===== src/design/oic_pkg.sv =====
// Package for the option and interrupt control register bank
// Summary of operation
// - Option register decoded at 81h and 181h
// - Bit 7 high disables all pull-ups
// - Bit 6 picks external interrupt edge
// - Bit 5 picks timer0 clock source
// - Bit 4 picks external clock count edge
// - Bit 3 routes prescaler to watchdog
// - Interrupt control decoded at four mirrors
// - Flags set regardless of enables
// - Global enable gates every interrupt request
// - Bit 5 masks timer0 overflow source
// - Bit 4 masks external pin source
// - Port change flag on upper pin change
`default_nettype none
package oic_pkg;
   // -----------------------------------------------------------------
   // Register word indexes; the APB byte address is four times these
   // -----------------------------------------------------------------
   localparam logic [11:0] OIC_IDX_INTCTL_B0  = 12'h00b;
   localparam logic [11:0] OIC_IDX_INTCTL_B1  = 12'h08b;
   localparam logic [11:0] OIC_IDX_INTCTL_B2  = 12'h10b;
   localparam logic [11:0] OIC_IDX_INTCTL_B3  = 12'h18b;
   localparam logic [11:0] OIC_IDX_OPTION_B1  = 12'h081;
   localparam logic [11:0] OIC_IDX_OPTION_B3  = 12'h181;
   // -----------------------------------------------------------------
   // Field positions and reset values
   // -----------------------------------------------------------------
   localparam int OIC_OPT_PULLUP_DIS   = 7;
   localparam int OIC_OPT_EDGE_SEL     = 6;
   localparam int OIC_OPT_CLK_SRC      = 5;
   localparam int OIC_OPT_SRC_EDGE     = 4;
   localparam int OIC_OPT_PSC_ASSIGN   = 3;
   localparam int OIC_INT_GLOBAL_EN    = 7;
   localparam int OIC_INT_PERIPH_EN    = 6;
   localparam int OIC_INT_T0_EN        = 5;
   localparam int OIC_INT_EXT_EN       = 4;
   localparam int OIC_INT_PC_EN        = 3;
   localparam int OIC_INT_T0_FLAG      = 2;
   localparam int OIC_INT_EXT_FLAG     = 1;
   localparam int OIC_INT_PC_FLAG      = 0;
   localparam logic [7:0] OIC_OPTION_RST = 8'hff;
   localparam logic [7:0] OIC_INTCTL_RST = 8'h00;

   // Decoded option controls delivered to timer0 and watchdog
   typedef struct packed {
      logic       pullup_disable;
      logic       ext_edge_rising;
      logic       clock_external;
      logic       count_falling;
      logic       psc_to_watchdog;
      logic [2:0] rate;
   } oic_option_t;
endpackage
`default_nettype wire


===== src/design/oic_option_and_interrupt_control.sv =====
// Option and interrupt control register bank with APB slave
//
// The APB register port was chosen for this implementation.
`timescale 1ns/1ps
`default_nettype none
module oic_option_and_interrupt_control (
   // Clock and reset
   input  wire logic        i_core_clk,
   input  wire logic        i_reset_n,
   // APB slave
   input  wire logic        i_psel,
   input  wire logic        i_penable,
   input  wire logic        i_pwrite,
   input  wire logic [13:0] i_paddr,
   input  wire logic [31:0] i_pwdata,
   output logic [31:0]      o_prdata,
   output logic             o_pready,
   output logic             o_pslverr,
   // Event sources
   input  wire logic        i_timer0_overflow,
   input  wire logic        i_ext_irq_pin,
   input  wire logic [3:0]  i_port_b_upper_pins,
   input  wire logic [7:0]  i_port_b_a_latch,
   input  wire logic        i_periph_irq_pending,
   input  wire logic        i_timer0_ext_clock_pin,
   // Controls to the timer0, watchdog and port
   output oic_pkg::oic_option_t o_option,
   output logic [7:0]       o_port_b_pullup_en,
   output logic             o_timer0_tick_ext,
   output logic [7:0]       o_timer0_div,
   output logic [7:0]       o_watchdog_div,
   output logic             o_irq_request
);
   // ----------------------------------------------------------------
   // Address decode
   // ----------------------------------------------------------------
   logic [11:0] word_idx;
   logic        sel_opt;
   logic        sel_int;
   logic        access;
   assign word_idx = i_paddr[13:2];
   assign access   = i_psel & i_penable;

   always_comb begin
      sel_opt = 1'b0;
      sel_int = 1'b0;
      if (word_idx == oic_pkg::OIC_IDX_OPTION_B1 ||
          word_idx == oic_pkg::OIC_IDX_OPTION_B3) begin
         sel_opt = 1'b1;
      end else if (word_idx == oic_pkg::OIC_IDX_INTCTL_B0 ||
                   word_idx == oic_pkg::OIC_IDX_INTCTL_B1 ||
                   word_idx == oic_pkg::OIC_IDX_INTCTL_B2 ||
                   word_idx == oic_pkg::OIC_IDX_INTCTL_B3) begin
         sel_int = 1'b1;
      end
   end

   // Zero wait states; unmapped words answer with an error
   assign o_pready  = 1'b1;
   assign o_pslverr = access & ~sel_opt & ~sel_int;

   // ----------------------------------------------------------------
   // Edge detection of event inputs
   // ----------------------------------------------------------------
   logic       ext_pin_reg,  ext_pin_next;
   logic       t0ck_reg,     t0ck_next;
   logic [3:0] pb_reg,       pb_next;
   logic       armed_reg,    armed_next;
   logic       ext_edge;
   logic       pb_change;
   logic [7:0] option_reg,   option_next;
   logic [7:0] intctl_reg,   intctl_next;

   always_comb begin
      ext_pin_next = i_ext_irq_pin;
      t0ck_next    = i_timer0_ext_clock_pin;
      pb_next      = i_port_b_upper_pins;
      armed_next   = 1'b1;
   end

   always_ff @(posedge i_core_clk or negedge i_reset_n) begin
      if (!i_reset_n) begin
         ext_pin_reg <= 1'b0;
         t0ck_reg    <= 1'b0;
         pb_reg      <= 4'h0;
         armed_reg   <= 1'b0;
      end else begin
         ext_pin_reg <= ext_pin_next;
         t0ck_reg    <= t0ck_next;
         pb_reg      <= pb_next;
         armed_reg   <= armed_next;
      end
   end

   // The references hold no real sample in the first cycle after reset,
   // so no edge counts until armed; a true edge in that cycle is lost
   // Polarity chosen by the edge select bit
   assign ext_edge = armed_reg &
      (option_reg[oic_pkg::OIC_OPT_EDGE_SEL] ?
       (i_ext_irq_pin & ~ext_pin_reg) :
       (~i_ext_irq_pin & ext_pin_reg));
   // Reference taken every cycle, so only fresh changes count
   assign pb_change = armed_reg &
                      (|(i_port_b_upper_pins ^ pb_reg));

   // ----------------------------------------------------------------
   // Register file next state
   // ----------------------------------------------------------------
   always_comb begin
      option_next = option_reg;
      intctl_next = intctl_reg;
      if (access && i_pwrite && sel_opt) begin
         option_next = i_pwdata[7:0];
      end
      if (access && i_pwrite && sel_int) begin
         intctl_next = i_pwdata[7:0];
      end
      // Events win over a clearing write in the same cycle
      if (i_timer0_overflow) begin
         intctl_next[oic_pkg::OIC_INT_T0_FLAG] = 1'b1;
      end
      if (ext_edge) begin
         intctl_next[oic_pkg::OIC_INT_EXT_FLAG] = 1'b1;
      end
      if (pb_change) begin
         intctl_next[oic_pkg::OIC_INT_PC_FLAG] = 1'b1;
      end
   end

   always_ff @(posedge i_core_clk or negedge i_reset_n) begin
      if (!i_reset_n) begin
         option_reg <= oic_pkg::OIC_OPTION_RST;
         intctl_reg <= oic_pkg::OIC_INTCTL_RST;
      end else begin
         option_reg <= option_next;
         intctl_reg <= intctl_next;
      end
   end

   // Read data mux, narrow registers in the low byte
   always_comb begin
      o_prdata = 32'h0000_0000;
      if (sel_opt) begin
         o_prdata = {24'h000000, option_reg};
      end else if (sel_int) begin
         o_prdata = {24'h000000, intctl_reg};
      end
   end

   // ----------------------------------------------------------------
   // Decoded controls
   // ----------------------------------------------------------------
   logic       src_t0;
   logic       src_ext;
   logic       src_pc;
   logic       src_per;
   logic [7:0] rate_pow;
   assign o_option = option_reg;
   assign rate_pow = 8'h01 << option_reg[2:0];

   // Pull-ups follow latches unless globally disabled
   assign o_port_b_pullup_en = option_reg[oic_pkg::OIC_OPT_PULLUP_DIS] ?
                               8'h00 : i_port_b_a_latch;

   // External tick only when external source is selected
   assign o_timer0_tick_ext = armed_reg &
      option_reg[oic_pkg::OIC_OPT_CLK_SRC] &
      (option_reg[oic_pkg::OIC_OPT_SRC_EDGE] ?
       (~i_timer0_ext_clock_pin & t0ck_reg) :
       (i_timer0_ext_clock_pin & ~t0ck_reg));

   // Divide ratio minus one; a 1:1 path for timer0 needs the watchdog route
   always_comb begin
      o_timer0_div   = 8'h00;
      o_watchdog_div = 8'h00;
      if (option_reg[oic_pkg::OIC_OPT_PSC_ASSIGN]) begin
         o_watchdog_div = rate_pow - 8'h01;
      end else begin
         o_timer0_div = {rate_pow[6:0], 1'b0} - 8'h01;
      end
   end

   // Interrupt request gating
   assign src_t0  = intctl_reg[oic_pkg::OIC_INT_T0_EN] &
                    intctl_reg[oic_pkg::OIC_INT_T0_FLAG];
   assign src_ext = intctl_reg[oic_pkg::OIC_INT_EXT_EN] &
                    intctl_reg[oic_pkg::OIC_INT_EXT_FLAG];
   assign src_pc  = intctl_reg[oic_pkg::OIC_INT_PC_EN] &
                    intctl_reg[oic_pkg::OIC_INT_PC_FLAG];
   assign src_per = intctl_reg[oic_pkg::OIC_INT_PERIPH_EN] &
                    i_periph_irq_pending;
   assign o_irq_request = intctl_reg[oic_pkg::OIC_INT_GLOBAL_EN] &
      (src_t0 | src_ext | src_pc | src_per);

   // ----------------------------------------------------------------
   // Assertions
   // ----------------------------------------------------------------
   a_opt_mirror: assert property (@(posedge i_core_clk)
      disable iff (!i_reset_n)
      access && i_pwrite && sel_opt |=> option_reg == $past(i_pwdata[7:0]))
      else $error("option write not stored");
   a_pullup_off: assert property (@(posedge i_core_clk)
      disable iff (!i_reset_n)
      option_reg[7] |-> o_port_b_pullup_en == 8'h00)
      else $error("pull-ups not disabled");
   a_ext_edge_flag: assert property (@(posedge i_core_clk)
      disable iff (!i_reset_n)
      armed_reg && option_reg[6] && $rose(i_ext_irq_pin) |=> intctl_reg[1])
      else $error("rising edge missed");
   a_ext_fall_flag: assert property (@(posedge i_core_clk)
      disable iff (!i_reset_n)
      armed_reg && !option_reg[6] && $fell(i_ext_irq_pin) |=> intctl_reg[1])
      else $error("falling edge missed");
   a_pullup_follow: assert property (@(posedge i_core_clk)
      disable iff (!i_reset_n)
      !option_reg[7] |-> o_port_b_pullup_en == i_port_b_a_latch)
      else $error("pull-ups not following latches");
   a_tick_internal: assert property (@(posedge i_core_clk)
      disable iff (!i_reset_n)
      !option_reg[5] |-> !o_timer0_tick_ext)
      else $error("external tick with internal source");
   a_tick_falling: assert property (@(posedge i_core_clk)
      disable iff (!i_reset_n)
      armed_reg && option_reg[5] && option_reg[4] &&
      $fell(i_timer0_ext_clock_pin) |-> o_timer0_tick_ext)
      else $error("falling tick missed");
   a_tick_rising: assert property (@(posedge i_core_clk)
      disable iff (!i_reset_n)
      armed_reg && option_reg[5] && !option_reg[4] &&
      $rose(i_timer0_ext_clock_pin) |-> o_timer0_tick_ext)
      else $error("rising tick missed");
   a_wdog_route: assert property (@(posedge i_core_clk)
      disable iff (!i_reset_n)
      !option_reg[3] |-> o_watchdog_div == 8'h00)
      else $error("watchdog divided while prescaler on timer0");
   a_psc_top: assert property (@(posedge i_core_clk)
      disable iff (!i_reset_n)
      !option_reg[3] && option_reg[2:0] == 3'h7 |-> o_timer0_div == 8'hff)
      else $error("timer0 top ratio wrong");
   a_psc_route: assert property (@(posedge i_core_clk)
      disable iff (!i_reset_n)
      option_reg[3] |-> o_timer0_div == 8'h00)
      else $error("timer0 divided while prescaler on watchdog");
   a_psc_ratio: assert property (@(posedge i_core_clk)
      disable iff (!i_reset_n)
      !option_reg[3] && option_reg[2:0] == 3'h0 |-> o_timer0_div == 8'h01)
      else $error("timer0 1:2 ratio wrong");
   a_int_mirror: assert property (@(posedge i_core_clk)
      disable iff (!i_reset_n)
      access && i_pwrite && sel_int |=>
      intctl_reg[7:3] == $past(i_pwdata[7:3]))
      else $error("interrupt control write not stored");
   a_flag_sticky: assert property (@(posedge i_core_clk)
      disable iff (!i_reset_n)
      i_timer0_overflow |=> intctl_reg[2])
      else $error("overflow flag not set");
   a_global_gate: assert property (@(posedge i_core_clk)
      disable iff (!i_reset_n)
      !intctl_reg[7] |-> !o_irq_request)
      else $error("request with global enable clear");
   a_periph_gate: assert property (@(posedge i_core_clk)
      disable iff (!i_reset_n)
      intctl_reg[7] && intctl_reg[6] && i_periph_irq_pending
      |-> o_irq_request)
      else $error("peripheral request blocked");
   a_t0_mask: assert property (@(posedge i_core_clk)
      disable iff (!i_reset_n)
      intctl_reg[7] && intctl_reg[5] && intctl_reg[2] |-> o_irq_request)
      else $error("timer0 request missing");
   a_ext_mask: assert property (@(posedge i_core_clk)
      disable iff (!i_reset_n)
      intctl_reg[7] && intctl_reg[4] && intctl_reg[1] |-> o_irq_request)
      else $error("pin request missing");
   a_pc_mask: assert property (@(posedge i_core_clk)
      disable iff (!i_reset_n)
      intctl_reg[7] && intctl_reg[3] && intctl_reg[0] |-> o_irq_request)
      else $error("port change request missing");
   a_flag_hold: assert property (@(posedge i_core_clk)
      disable iff (!i_reset_n)
      intctl_reg[1] && !(access && i_pwrite && sel_int) |=> intctl_reg[1])
      else $error("pin flag cleared by hardware");
   a_port_change: assert property (@(posedge i_core_clk)
      disable iff (!i_reset_n)
      armed_reg && !$stable(i_port_b_upper_pins) |=> intctl_reg[0])
      else $error("port change flag not set");
   a_pc_quiet: assert property (@(posedge i_core_clk)
      disable iff (!i_reset_n)
      !intctl_reg[0] && $stable(i_port_b_upper_pins) &&
      !(access && i_pwrite && sel_int) |=> !intctl_reg[0])
      else $error("port change flag set without change");
   a_t0_hold: assert property (@(posedge i_core_clk)
      disable iff (!i_reset_n)
      intctl_reg[2] && !(access && i_pwrite && sel_int) |=> intctl_reg[2])
      else $error("overflow flag cleared by hardware");
   c_irq_raised: cover property (@(posedge i_core_clk)
      disable iff (!i_reset_n) $rose(o_irq_request));
   c_flag_cleared: cover property (@(posedge i_core_clk)
      disable iff (!i_reset_n) $fell(intctl_reg[2]));
   c_ext_tick: cover property (@(posedge i_core_clk)
      disable iff (!i_reset_n) o_timer0_tick_ext);
   c_bad_addr: cover property (@(posedge i_core_clk)
      disable iff (!i_reset_n) o_pslverr);
   c_set_beats_clear: cover property (@(posedge i_core_clk)
      disable iff (!i_reset_n)
      i_timer0_overflow && access && i_pwrite && sel_int);
endmodule
`default_nettype wire


===== config.mk =====
export PLATFORM = sky130hd
export DESIGN_NAME = oic_option_and_interrupt_control
export DESIGN_NICKNAME = d
export VERILOG_FILES = /design/src/design/oic_pkg.sv /design/src/design/oic_option_and_interrupt_control.sv
export SDC_FILE = /design/constraint.sdc
export NUM_CORES = 1
export LEC_CHECK = 0
export BUFFER_PORTS_ARGS = -buffer_cell sky130_fd_sc_hd__buf_2
export CAP_MARGIN = 5
export CELL_PAD_IN_SITES_DETAIL_PLACEMENT = 2
export CELL_PAD_IN_SITES_GLOBAL_PLACEMENT = 2
export CORE_MARGIN = 8
export CORE_UTILIZATION = 20
export CTS_BUF_LIST = sky130_fd_sc_hd__clkbuf_4 sky130_fd_sc_hd__clkbuf_8 sky130_fd_sc_hd__clkbuf_16
export DETAILED_ROUTE_END_ITERATION = 8
export PLACE_DENSITY = 0.89
export SKIP_CTS_REPAIR_TIMING = 1
export SYNTH_ARGS = -nofsm -noshare
export SYNTH_HDL_FRONTEND = slang
export SYNTH_SLANG_ARGS = --single-unit

===== constraint.sdc =====
create_clock -name i_core_clk -period 2.84 [get_ports i_core_clk]
set_input_delay 0.568 -clock i_core_clk [delete_from_list [all_inputs] [get_ports i_core_clk]]
set_output_delay 0.568 -clock i_core_clk [all_outputs]
set_load 0.1 [all_outputs]

==> out/results.env, run 1 <==
FINAL_CRITICAL_PERIOD_NS=2.60
SYNTH.LIB_CELLS_USED.DISTINCT=32
POSTSYNTHREGISTERBITS=23
FINALPOWER_uW=822
SYNTH_ADDER_AREA_SHARE_PCT=0
DATA_REQUIRED_TIME_AT_THE_WORST_ENDPOINT_NS=2.27
CTS_TREE='yes'
FIN_CRIT_SH_PCT=91.4
DIE_WIDTH_UM=100
CRITPATHLAUNCHTYPE='input pin'
VIAS=1266
CLOCK_PATH_BUFFERS=2
DETAIL_ROUTE.WL_PER_CELL_UM=16.0
SYN-INSTANCE-COUNT=137
INSTANCES_NO_FILL=319
FRACTION_OF_LAYOUT_INSTANCES_USING_A_DRIVE_STRENGTH_ABOVE_1_PCT=57.4
REGTOREGSETUPSLACK_NS=1.65
GRT_OVERFLOW=0
POST_SYNTH_XOR_AREA_FRACTION_PCT=2.47
GRT.TOTAL_USAGE_PCT=9.94
DIEHEIGHT_UM=100
DRT_FIRST_PASS_ITERS=4
CRITICAL_PATH.ENDPOINT_TYPE='primary output'
PORT_BUFFER_COUNT=81
WORST_HOLD_PATH_TYPE='input pin to asynchronous set/reset pin'
FINAL_ROUTED_WIRELENGTH_MM=5.10
NFILLCELLS=822
DRT-INITIAL-DRC-COUNT=8
FINAL_HOLD_VIOL_COUNT=0
FINAL_ANTENNA_NET_COUNT=0
COUNT_OF_FLIP_FLOPS_WITH_A_BUILT_IN_ENABLE_AFTER_SYNTHESIS=0
CTS.SINKS=23
WORST_PATH_LARGEST_CELL_DELAY_NS=0.58
GRT_ANTENNA_BEFORE_REPAIR=0
ANTENNA_CELLS_INSERTED=0
RUN_STATUS='complete, no violations'
SEQ_AREA_FRAC_SYNTH_PCT=41.2
DRC=0
DP_HPWL_MM=4.30
SYN_TO_FINAL_GROWTH_PCT=45.5
GLOBALPLACE.CONGESTION=0.704
SYN_AREA_PER_CELL_UM2=10.4
DEPTH_OF_THE_WORST_REGISTER_TO_REGISTER_PATH=3
CRITPATHTOPFAMILY='simple AND/OR/NAND/NOR gates'
CTSHTREEMAXLEVEL=1
FIN_SKEW_NS=0.00299
SLEW_VIOL_FINAL=0
DP_CELLS=315
CRITICAL_PATH.MAX_FANOUT=10
CTSROOTBUFFERMASTER='clkbuf_8'
POWER_LEAKAGE_nW=1.05
SYNTH_COMPOUND_AREA_SHARE_PCT=8.81
ARRIVAL_NS=2.03
GRT_PASS1_VIAS=1434
FINALSETUPVIOLCOUNT=0
DOMINANT_COMBINATIONAL_CELL_FAMILY_BY_AREA_AFTER_SYNTHESIS='simple AND/OR/NAND/NOR gates'
WORSTSKEWPAIRLATENCY_NS=0.26
ROUTE.DETAILED.VIAS_PER_INST=3.97
WORST_HOLD_MARGIN_NS=0.277
TIMING_WORST_SETUP_PATH_TYPE='input pin to primary output'
CRIT_CHAIN='buf_2, or4b_4, nor3_4, buf_4, a22o_1, buf_12'
WORST_R2R_STARTPOINT='pb_reg[1]'
WORST_SLEW_MARGIN_REL_PCT=64.4
YOSYS_MOST_USED_DFF='dfrtp_1'
VDD_IR_DROP_MAX_V=0.000216
ASYNC_FLOP_SHARE_PCT=100
PLACEMENTROWS=30
WORST_PATH_BUF_INV=3
FMAX_MHz=385
YOSYS.AREA_SHARE.SIMPLE_PCT=20.4
MULTIPLEXER_SHARE_OF_THE_SYNTHESIZED_AREA_PCT=11.7
CAP_VIOL_MAX_COUNT=0
DIE_AREA_UM2=10100
YOSYSWARNINGS=0
GRT_SETUP_UNREPAIRED='no'
POWER_DENSITY_nW_PER_UM2=398
TIGHTESTPINTRANSITION_NS=0.534
LARGEST_NET_DEGREE_AT_THE_START_OF_GLOBAL_ROUTING=24
WORST_SETUP_HOLD_PATH_CLK_SLEW_NS=0.08
CP_SLOWEST_CELL='or4b_4'
CRIT-REG2REG-CAPTURE='intctl_reg[0]'
TOP_LEVEL_PORTS=135
CORE_AREA_UM2=6830
LAYOUT.NETS=291
START_UTIL_PCT=20.8
CTS_BUFFERS=3
SYNTHESIS.AREA_UM2=1420
GRT_PASS1_WL_MM=7.87
## synth_stat cells (2+ instances only)
cell type  instances  area [um^2]
a22o_1             8         70.1
a22oi_1            2         15.0
and3_1             2         12.5
buf_4             26          195
conb_1             2         7.51
dfrtp_1           15          375
dfstp_2            8          210
inv_1              3         11.3
mux2_2            13          146
mux2i_1            2         20.0
nand2_1            9         33.8
nor2_1            14         52.6
nor2b_1            9         56.3
nor3_1             2         10.0
o21ai_0            2         10.0
xor2_1             4         35.0
## final cells by class
class | count | area [um^2] | share of cell area, %
multi-input cells | 109 | 744 | 36.0
flip-flops and latches | 23 | 589 | 28.5
repair buffers | 84 | 548 | 26.5
well taps | 96 | 120 | 5.81
clock buffers | 4 | 48.8 | 2.36
inverters | 3 | 15.0 | 0.727
## worst max-delay path by stage
stage               slack, ns  depth (start not counted)         from           endpoint
floorplan               -0.52                          2  o_option[3]  o_watchdog_div[0]
global placement         0.24                          6   i_paddr[7]        o_prdata[3]
detailed placement       0.23                          6   i_paddr[7]        o_prdata[3]
CTS                      0.23                          6   i_paddr[7]        o_prdata[3]
global route             0.20                          6   i_paddr[7]        o_prdata[0]
finish                   0.24                          6   i_paddr[7]        o_prdata[3]
## metal layers
metal	wire (um)	GRT usage [%]
met4	46	1.28
met5	0	0
met2	2620	18.4
met3	493	4.36
met1	1940	10.3
## cells by family (layout without fill, tap and decap cells)
logic type,Yosys count,in the layout
other cells,2,27
buf+inv,30,91
xor+xnor,4,4
simple gates,47,47
flops,23,23
mux,15,15
compound gates,16,16
## power breakdown
group	switching (mW)	leakage (nW)	total (mW)	internal (mW)
logic	0.236	0.760	0.270	0.0337
clock network	0.105	0.0262	0.215	0.110
registers	0.00351	0.261	0.337	0.334
total	0.345	1.05	0.822	0.477
## cell usage in the layout, fill, tap and decap left out, types with 2 or more instances in the layout
master and instances:
buf_2 73, a22o_2 7, inv_1 2, dfrtp_1 15
a22oi_1 2, nand2_1 9, nor2_2 4, xor2_1 4
clkbuf_8 3, conb_1 27, mux2_2 13, and3_1 2
buf_12 8, nor3_2 2, buf_4 3, dfstp_2 7
nor2_1 10, o21ai_0 2, nor2b_1 9, mux2i_1 2
## metrics by stage
step | setup WS [ns] | utilization, % | TNS [ns] | area (um^2)
after global placement | 0.245 | 29.5 | 0 | 2020
after CTS | 0.229 | 30.2 | 0 | 2070
after detailed placement | 0.225 | 29.5 | 0 | 2020
after global routing | 0.195 | 30.2 | 0 | 2070
after floorplan | -0.520 | - | -2.61 | 1550
final | 0.245 | 30.2 | 0 | 2070
No activity file was read; power rests on OpenSTA's default activity.
==> inputs of run 2 (changes only) <==
--- a/config.mk
+++ b/config.mk
@@ -10,10 +10,10 @@
 export CELL_PAD_IN_SITES_DETAIL_PLACEMENT = 2
 export CELL_PAD_IN_SITES_GLOBAL_PLACEMENT = 2
 export CORE_MARGIN = 8
-export CORE_UTILIZATION = 20
+export CORE_UTILIZATION = 18
 export CTS_BUF_LIST = sky130_fd_sc_hd__clkbuf_4 sky130_fd_sc_hd__clkbuf_8 sky130_fd_sc_hd__clkbuf_16
 export DETAILED_ROUTE_END_ITERATION = 8
-export PLACE_DENSITY = 0.89
+export PLACE_DENSITY = 0.82
 export SKIP_CTS_REPAIR_TIMING = 1
 export SYNTH_ARGS = -nofsm -noshare
 export SYNTH_HDL_FRONTEND = slang
==> constraint.sdc (replaced) <==
create_clock -name i_core_clk -period 2.4 [get_ports i_core_clk]
set_input_delay 0.48 -clock i_core_clk [delete_from_list [all_inputs] [get_ports i_core_clk]]
set_output_delay 0.48 -clock i_core_clk [all_outputs]
set_load 0.1 [all_outputs]
==> run 2 against run 1 <==
Sequential share of layout area shrank 2.5 points. Final cell count grew 2.5%. Sequential power increased by 18%. Via count up 0.79%. Critical path depth stayed put. Count of clock-buffer cells in the layout unchanged. Clock skew down 0.0018 ns. Die area is 9.3% higher. Critical path type unchanged. Critical endpoint is now o_prdata[1].
==> out/results.env, run 2 (synthesized netlist as in run 1, its figures left out) <==
RUN_STATUS='complete, no violations'
ROUTE.DETAILED.VIAS_PER_INST=3.90
SEQCELLAREA_UM2=589
POWER.INTERNAL_uW=568
WORST_HOLD_PATH_TYPE='input pin to asynchronous set/reset pin'
LAYOUT.NETS=293
CORE_AREA_UM2=7690
FINAL_ANTENNA_NET_COUNT=0
DRT-INITIAL-DRC-COUNT=11
DIE_WIDTH_UM=105
CRIT-REG2REG-CAPTURE='intctl_reg[0]'
ANTENNA_CELLS_INSERTED=0
DP_HPWL_MM=4.45
DRC=0
REGTOREGSETUPSLACK_NS=1.15
FINAL_CELL_AREA_UM2=2260
POST-PLACE-WS_NS=-0.0505
GRT.TOTAL_USAGE_PCT=9.50
SW_FRAC_OF_TOTAL_PCT=41.8
FIN_CRIT_SH_PCT=98.3
GLOBALPLACE.CONGESTION=0.684
FINAL_CELL_MIX='buf_2 (72), conb_1 (27), dfrtp_1 (15), mux2_2 (13), buf_12 (11)'
CRITICAL_PATH.MAX_FANOUT=10
POWER_LEAKAGE_nW=1.12
DIE_AREA_UM2=11000
POSTPLACECELLAREA_UM2=2180
CAP_VIOL_MAX_COUNT=0
MULTI_INPUT_COMB_AREA_UM2=873
TIGHTESTPINTRANSITION_NS=0.519
FINAL_HOLD_VIOL_COUNT=0
WORST_R2R_STARTPOINT='pb_reg[1]'
NFILLCELLS=912
CTSROOTBUFFERMASTER='clkbuf_8'
SLEW_VIOL_FINAL=0
POWER.CLOCK.FRACTION_PCT=25.8
LARGEST_NET_DEGREE_AT_THE_START_OF_GLOBAL_ROUTING=24
CLOCK_PATH_BUFFERS=2
FINALSETUPVIOLCOUNT=0
SEQUENTIAL_SHARE_OF_POWER_PCT=41.0
PLACEMENTROWS=32
FIN_WS_NS=0.0399
FMAX_MHz=424
CTS_BUFFERS=3
PORT_BUFFER_COUNT=81
DIEHEIGHT_UM=105
GRT_ANTENNA_BEFORE_REPAIR=0
LAYOUT_COMMONEST_CELL='buf_2'
WORST_SETUP_HOLD_PATH_CLK_SLEW_NS=0.08
CRITPATHLAUNCHTYPE='input pin'
DATA_REQUIRED_TIME_AT_THE_WORST_ENDPOINT_NS=1.92
POWER_DENSITY_nW_PER_UM2=431
CTSHTREEMAXLEVEL=1
NET-SWITCHING-POWER_uW=407
PWR-SHARE-COMB_PCT=33.2
FINAL_CRITICAL_PERIOD_NS=2.36
WORSTSKEWPAIRLATENCY_NS=0.26
FRACTION_OF_LAYOUT_INSTANCES_USING_A_DRIVE_STRENGTH_ABOVE_1_PCT=65.8
CRIT_PATH_START='i_paddr[7]'
GRT_PASS1_VIAS=1500
DRT_FIRST_PASS_ITERS=2
GRT_OVERFLOW=0
VIAS=1276
ARRIVAL_NS=1.88
DEPTH_OF_THE_WORST_REGISTER_TO_REGISTER_PATH=3
WORST_SLEW_MARGIN_REL_PCT=65.4
SYN_TO_FINAL_GROWTH_PCT=59.2
GRT_SETUP_UNREPAIRED='yes'
TOP_LEVEL_PORTS=135
VDD_IR_DROP_MAX_V=0.000191
CTS_TREE='yes'
TIMING.SETUP.TNS_NS=0
TIMING_WORST_SETUP_PATH_TYPE='input pin to primary output'
FIN_SKEW_NS=0.00117
CRITICAL_PATH.ENDPOINT_TYPE='primary output'
CTS.SINKS=23
FINAL_ROUTED_WIRELENGTH_MM=5.25
START_UTIL_PCT=18.5
DETAIL_ROUTE.WL_PER_CELL_UM=16.1
GRT_PASS1_WL_MM=8.45
==> run 2: cell types whose count changed in the layout (fill, tap and decap cells not counted), sizes merged <==
| cell | before | now |
|---|---|---|
| clkinvlp | 1 | 2 |
| inv | 2 | 1 |
| buf | 84 | 86 |
==> run 2: cell type report <==
type	instances	area share, %
clock buffer	4	2.16
multi-input combinational	109	38.6
inverter	3	0.830
timing repair buffer	86	26.7
tap	102	5.64
sequential	23	26.1
==> run 2: power groups by stage <==
stage / Sequential, mW / Clock (mW) / Combinational, mW
after floorplan: 0.408 / 0 / 0.296
after global placement: 0.406 / 0 / 0.318
after detailed placement: 0.407 / 0 / 0.323
after CTS: 0.400 / 0.267 / 0.323
after global routing: 0.401 / 0.286 / 0.335
final: 0.399 / 0.251 / 0.324
==> run 2: through the flow <==
| stage | utilization (%) | cells | hold slack (ns) | power (mW) |
|---|---|---|---|---|
| finish | 29.4 | 327 | 0.182 | 0.975 |
| global route | 29.4 | 327 | 0.209 | 1.02 |
| CTS | 29.0 | 326 | 0.195 | 0.990 |
| detailed placement | 28.3 | 322 | 0.492 | 0.729 |
| global placement | 28.3 | 322 | 0.480 | 0.724 |
| floorplan | - | 162 | 0.184 | 0.704 |
==> run 2: critical path, cell delays in order <==
cell and delay (ns):
buf_2 0.10, or4b_4 0.57, nor3_4 0.24, buf_12 0.17, a22o_4 0.14, buf_12 0.17
==> run 2: layer usage <==
metal,share of wire (%),track usage (%),up-vias,wire [um]
met5,0,0,-,0
met4,0.36,1.22,0,19
met3,6.9,3.32,2,364
met2,53,17.6,58,2780
met1,40,10.4,619,2100
li1,-,-,597,-
==> run 2: how the worst max path moves through the flow <==
stage	end	slack [ns]
floorplan	o_timer0_div[2]	-0.59
finish	o_prdata[1]	0.04
detailed placement	o_prdata[1]	-0.05
CTS	o_prdata[1]	-0.07
global placement	o_prdata[1]	-0.008
global route	o_prdata[1]	-0.009
==> inputs of run 3 (changes only) <==
--- a/config.mk
+++ b/config.mk
@@ -14,6 +14,7 @@
 export CTS_BUF_LIST = sky130_fd_sc_hd__clkbuf_4 sky130_fd_sc_hd__clkbuf_8 sky130_fd_sc_hd__clkbuf_16
 export DETAILED_ROUTE_END_ITERATION = 8
 export PLACE_DENSITY = 0.82
+export RECOVER_POWER = 25
 export SKIP_CTS_REPAIR_TIMING = 1
 export SYNTH_ARGS = -nofsm -noshare
 export SYNTH_HDL_FRONTEND = slang
==> run 3 against run 2 <==
Sequential cell count unchanged. Sequential power about the same. Die area is the same. First-iteration DRC count is the same. Combinational power barely moved. Highest routed layer unchanged.
==> out/results.env, run 3 (synthesized netlist as in run 1, its figures left out) <==
DETAIL_ROUTE.WL_PER_CELL_UM=16.1
SYN_TO_FINAL_GROWTH_PCT=58.6
FIN_SKEW_NS=0.00133
FRACTION_OF_LAYOUT_INSTANCES_USING_A_DRIVE_STRENGTH_ABOVE_1_PCT=62.7
DIEHEIGHT_UM=105
TIGHTESTPINTRANSITION_NS=1.25
WORST_HOLD_PATH_TYPE='input pin to flop'
GRT_PASS1_VIAS=1500
FINAL_ANTENNA_NET_COUNT=0
START_UTIL_PCT=18.5
FINAL_HOLD_VIOL_COUNT=0
GRT_OVERFLOW=0
FINAL_CELL_AREA_UM2=2250
WORST_HOLD_MARGIN_NS=0.350
CTS.SINKS=23
PLACEMENTROWS=32
LAYOUT_COMMONEST_CELL='buf_2'
FINAL_ROUTED_WIRELENGTH_MM=5.26
LARGEST_NET_DEGREE_AT_THE_START_OF_GLOBAL_ROUTING=24
GRT_PASS1_WL_MM=8.45
INSTANCES_NO_FILL=327
FINAL_CELL_MIX='buf_2 (65), conb_1 (27), dfrtp_1 (15), mux2_2 (13), buf_12 (11)'
CLOCK_PATH_BUFFERS=2
DP_CELLS=322
FIN_CRIT_SH_PCT=98.3
ANTENNA_CELLS_INSERTED=0
POSTPLACECELLAREA_UM2=2180
TIMING_WORST_SETUP_PATH_TYPE='input pin to primary output'
CRITICAL_PATH.MAX_FANOUT=10
GRT.TOTAL_USAGE_PCT=9.50
LAYOUT.NETS=293
GLOBALPLACE.CONGESTION=0.684
DRT_FIRST_PASS_ITERS=2
WORST_SETUP_HOLD_PATH_CLK_SLEW_NS=0.08
TOP_LEVEL_PORTS=135
GRT_SETUP_UNREPAIRED='yes'
FMAX_MHz=424
DIE_WIDTH_UM=105
FIN_WS_NS=0.0399
RUN_STATUS='complete, no violations'
FINAL_CRITICAL_PERIOD_NS=2.36
ARRIVAL_NS=1.88
POST-PLACE-WS_NS=-0.0505
CORE_AREA_UM2=7690
DATA_REQUIRED_TIME_AT_THE_WORST_ENDPOINT_NS=1.92
CAP_VIOL_MAX_COUNT=0
DRT-INITIAL-DRC-COUNT=11
DRC=0
CTS_BUFFERS=3
CRITICAL_PATH.ENDPOINT_TYPE='primary output'
WORST_SLEW_MARGIN_REL_PCT=16.8
DP_HPWL_MM=4.45
VDD_IR_DROP_MAX_V=0.000191
WORSTSKEWPAIRLATENCY_NS=0.26
GRT_ANTENNA_BEFORE_REPAIR=0
CTSHTREEMAXLEVEL=1
ROUTE.DETAILED.VIAS_PER_INST=3.90
POWER_DENSITY_nW_PER_UM2=432
CRITPATHLAUNCHTYPE='input pin'
CTS_TREE='yes'
VIAS=1276
CTSROOTBUFFERMASTER='clkbuf_8'
FINALSETUPVIOLCOUNT=0
NFILLCELLS=913
SLEW_VIOL_FINAL=0
POWER_LEAKAGE_nW=1.10
DIE_AREA_UM2=11000
PORT_BUFFER_COUNT=81
[run 3: cell count changes in the layout (fill, tap and decap cells not counted), sizes merged]
| cell | previous run | this run |
|---|---|---|
| clkbuf | 4 | 11 |
| buf | 86 | 79 |
[run 3: power breakdown]
part	switching, mW	internal (mW)
sequential	0.00461	0.395
clock	0.122	0.130
combinational	0.281	0.0414
[run 3: worst max-delay path, cell delays in order]
cell and delay (ns):
buf_2 0.10, or4b_4 0.57, nor3_4 0.24, buf_12 0.17
a22o_4 0.14, buf_12 0.17
[run 3: path summary, 6_finish.rpt]
path | cells after the start | to | from | slack [ns]
worst max-delay path | 6 | o_prdata[1] | i_paddr[7] | 0.04
worst min-delay path | 1 | pb_reg[0] | i_port_b_upper_pins[0] | 0.35
worst max register to register | 3 | intctl_reg[0] | pb_reg[1] | 1.15
worst min register to register | 1 | intctl_reg[7] | intctl_reg[7] | 0.57
max in group asynchronous | 1 | intctl_reg[3] | i_reset_n | 1.20
min in group asynchronous | 1 | pb_reg[2] | i_reset_n | 0.46
[run 3: layer usage]
layer,share of wire (%),vias up,GRT usage [%]
met1,40,619,10.4
met2,53,58,17.6
li1,-,597,-
met4,0.36,0,1.22
met5,0,-,0
met3,6.9,2,3.32
[run 3: layout make-up]
type | count | area [um^2] | area share [%]
clock buffer | 4 | 48.8 | 2.17
tap | 102 | 128 | 5.67
multi-input combinational | 109 | 873 | 38.8
inverter | 3 | 18.8 | 0.833
sequential | 23 | 589 | 26.2
timing repair buffer | 86 | 594 | 26.4
[run 3: metrics by stage]
stage / TNS [ns] / utilization, % / power (mW)
floorplan: -4.62 / - / 0.704
global placement: -0.0151 / 28.3 / 0.724
detailed placement: -0.0763 / 28.3 / 0.729
CTS: -0.0985 / 29.0 / 0.990
global route: -0.00935 / 29.3 / 1.02
finish: 0 / 29.3 / 0.973
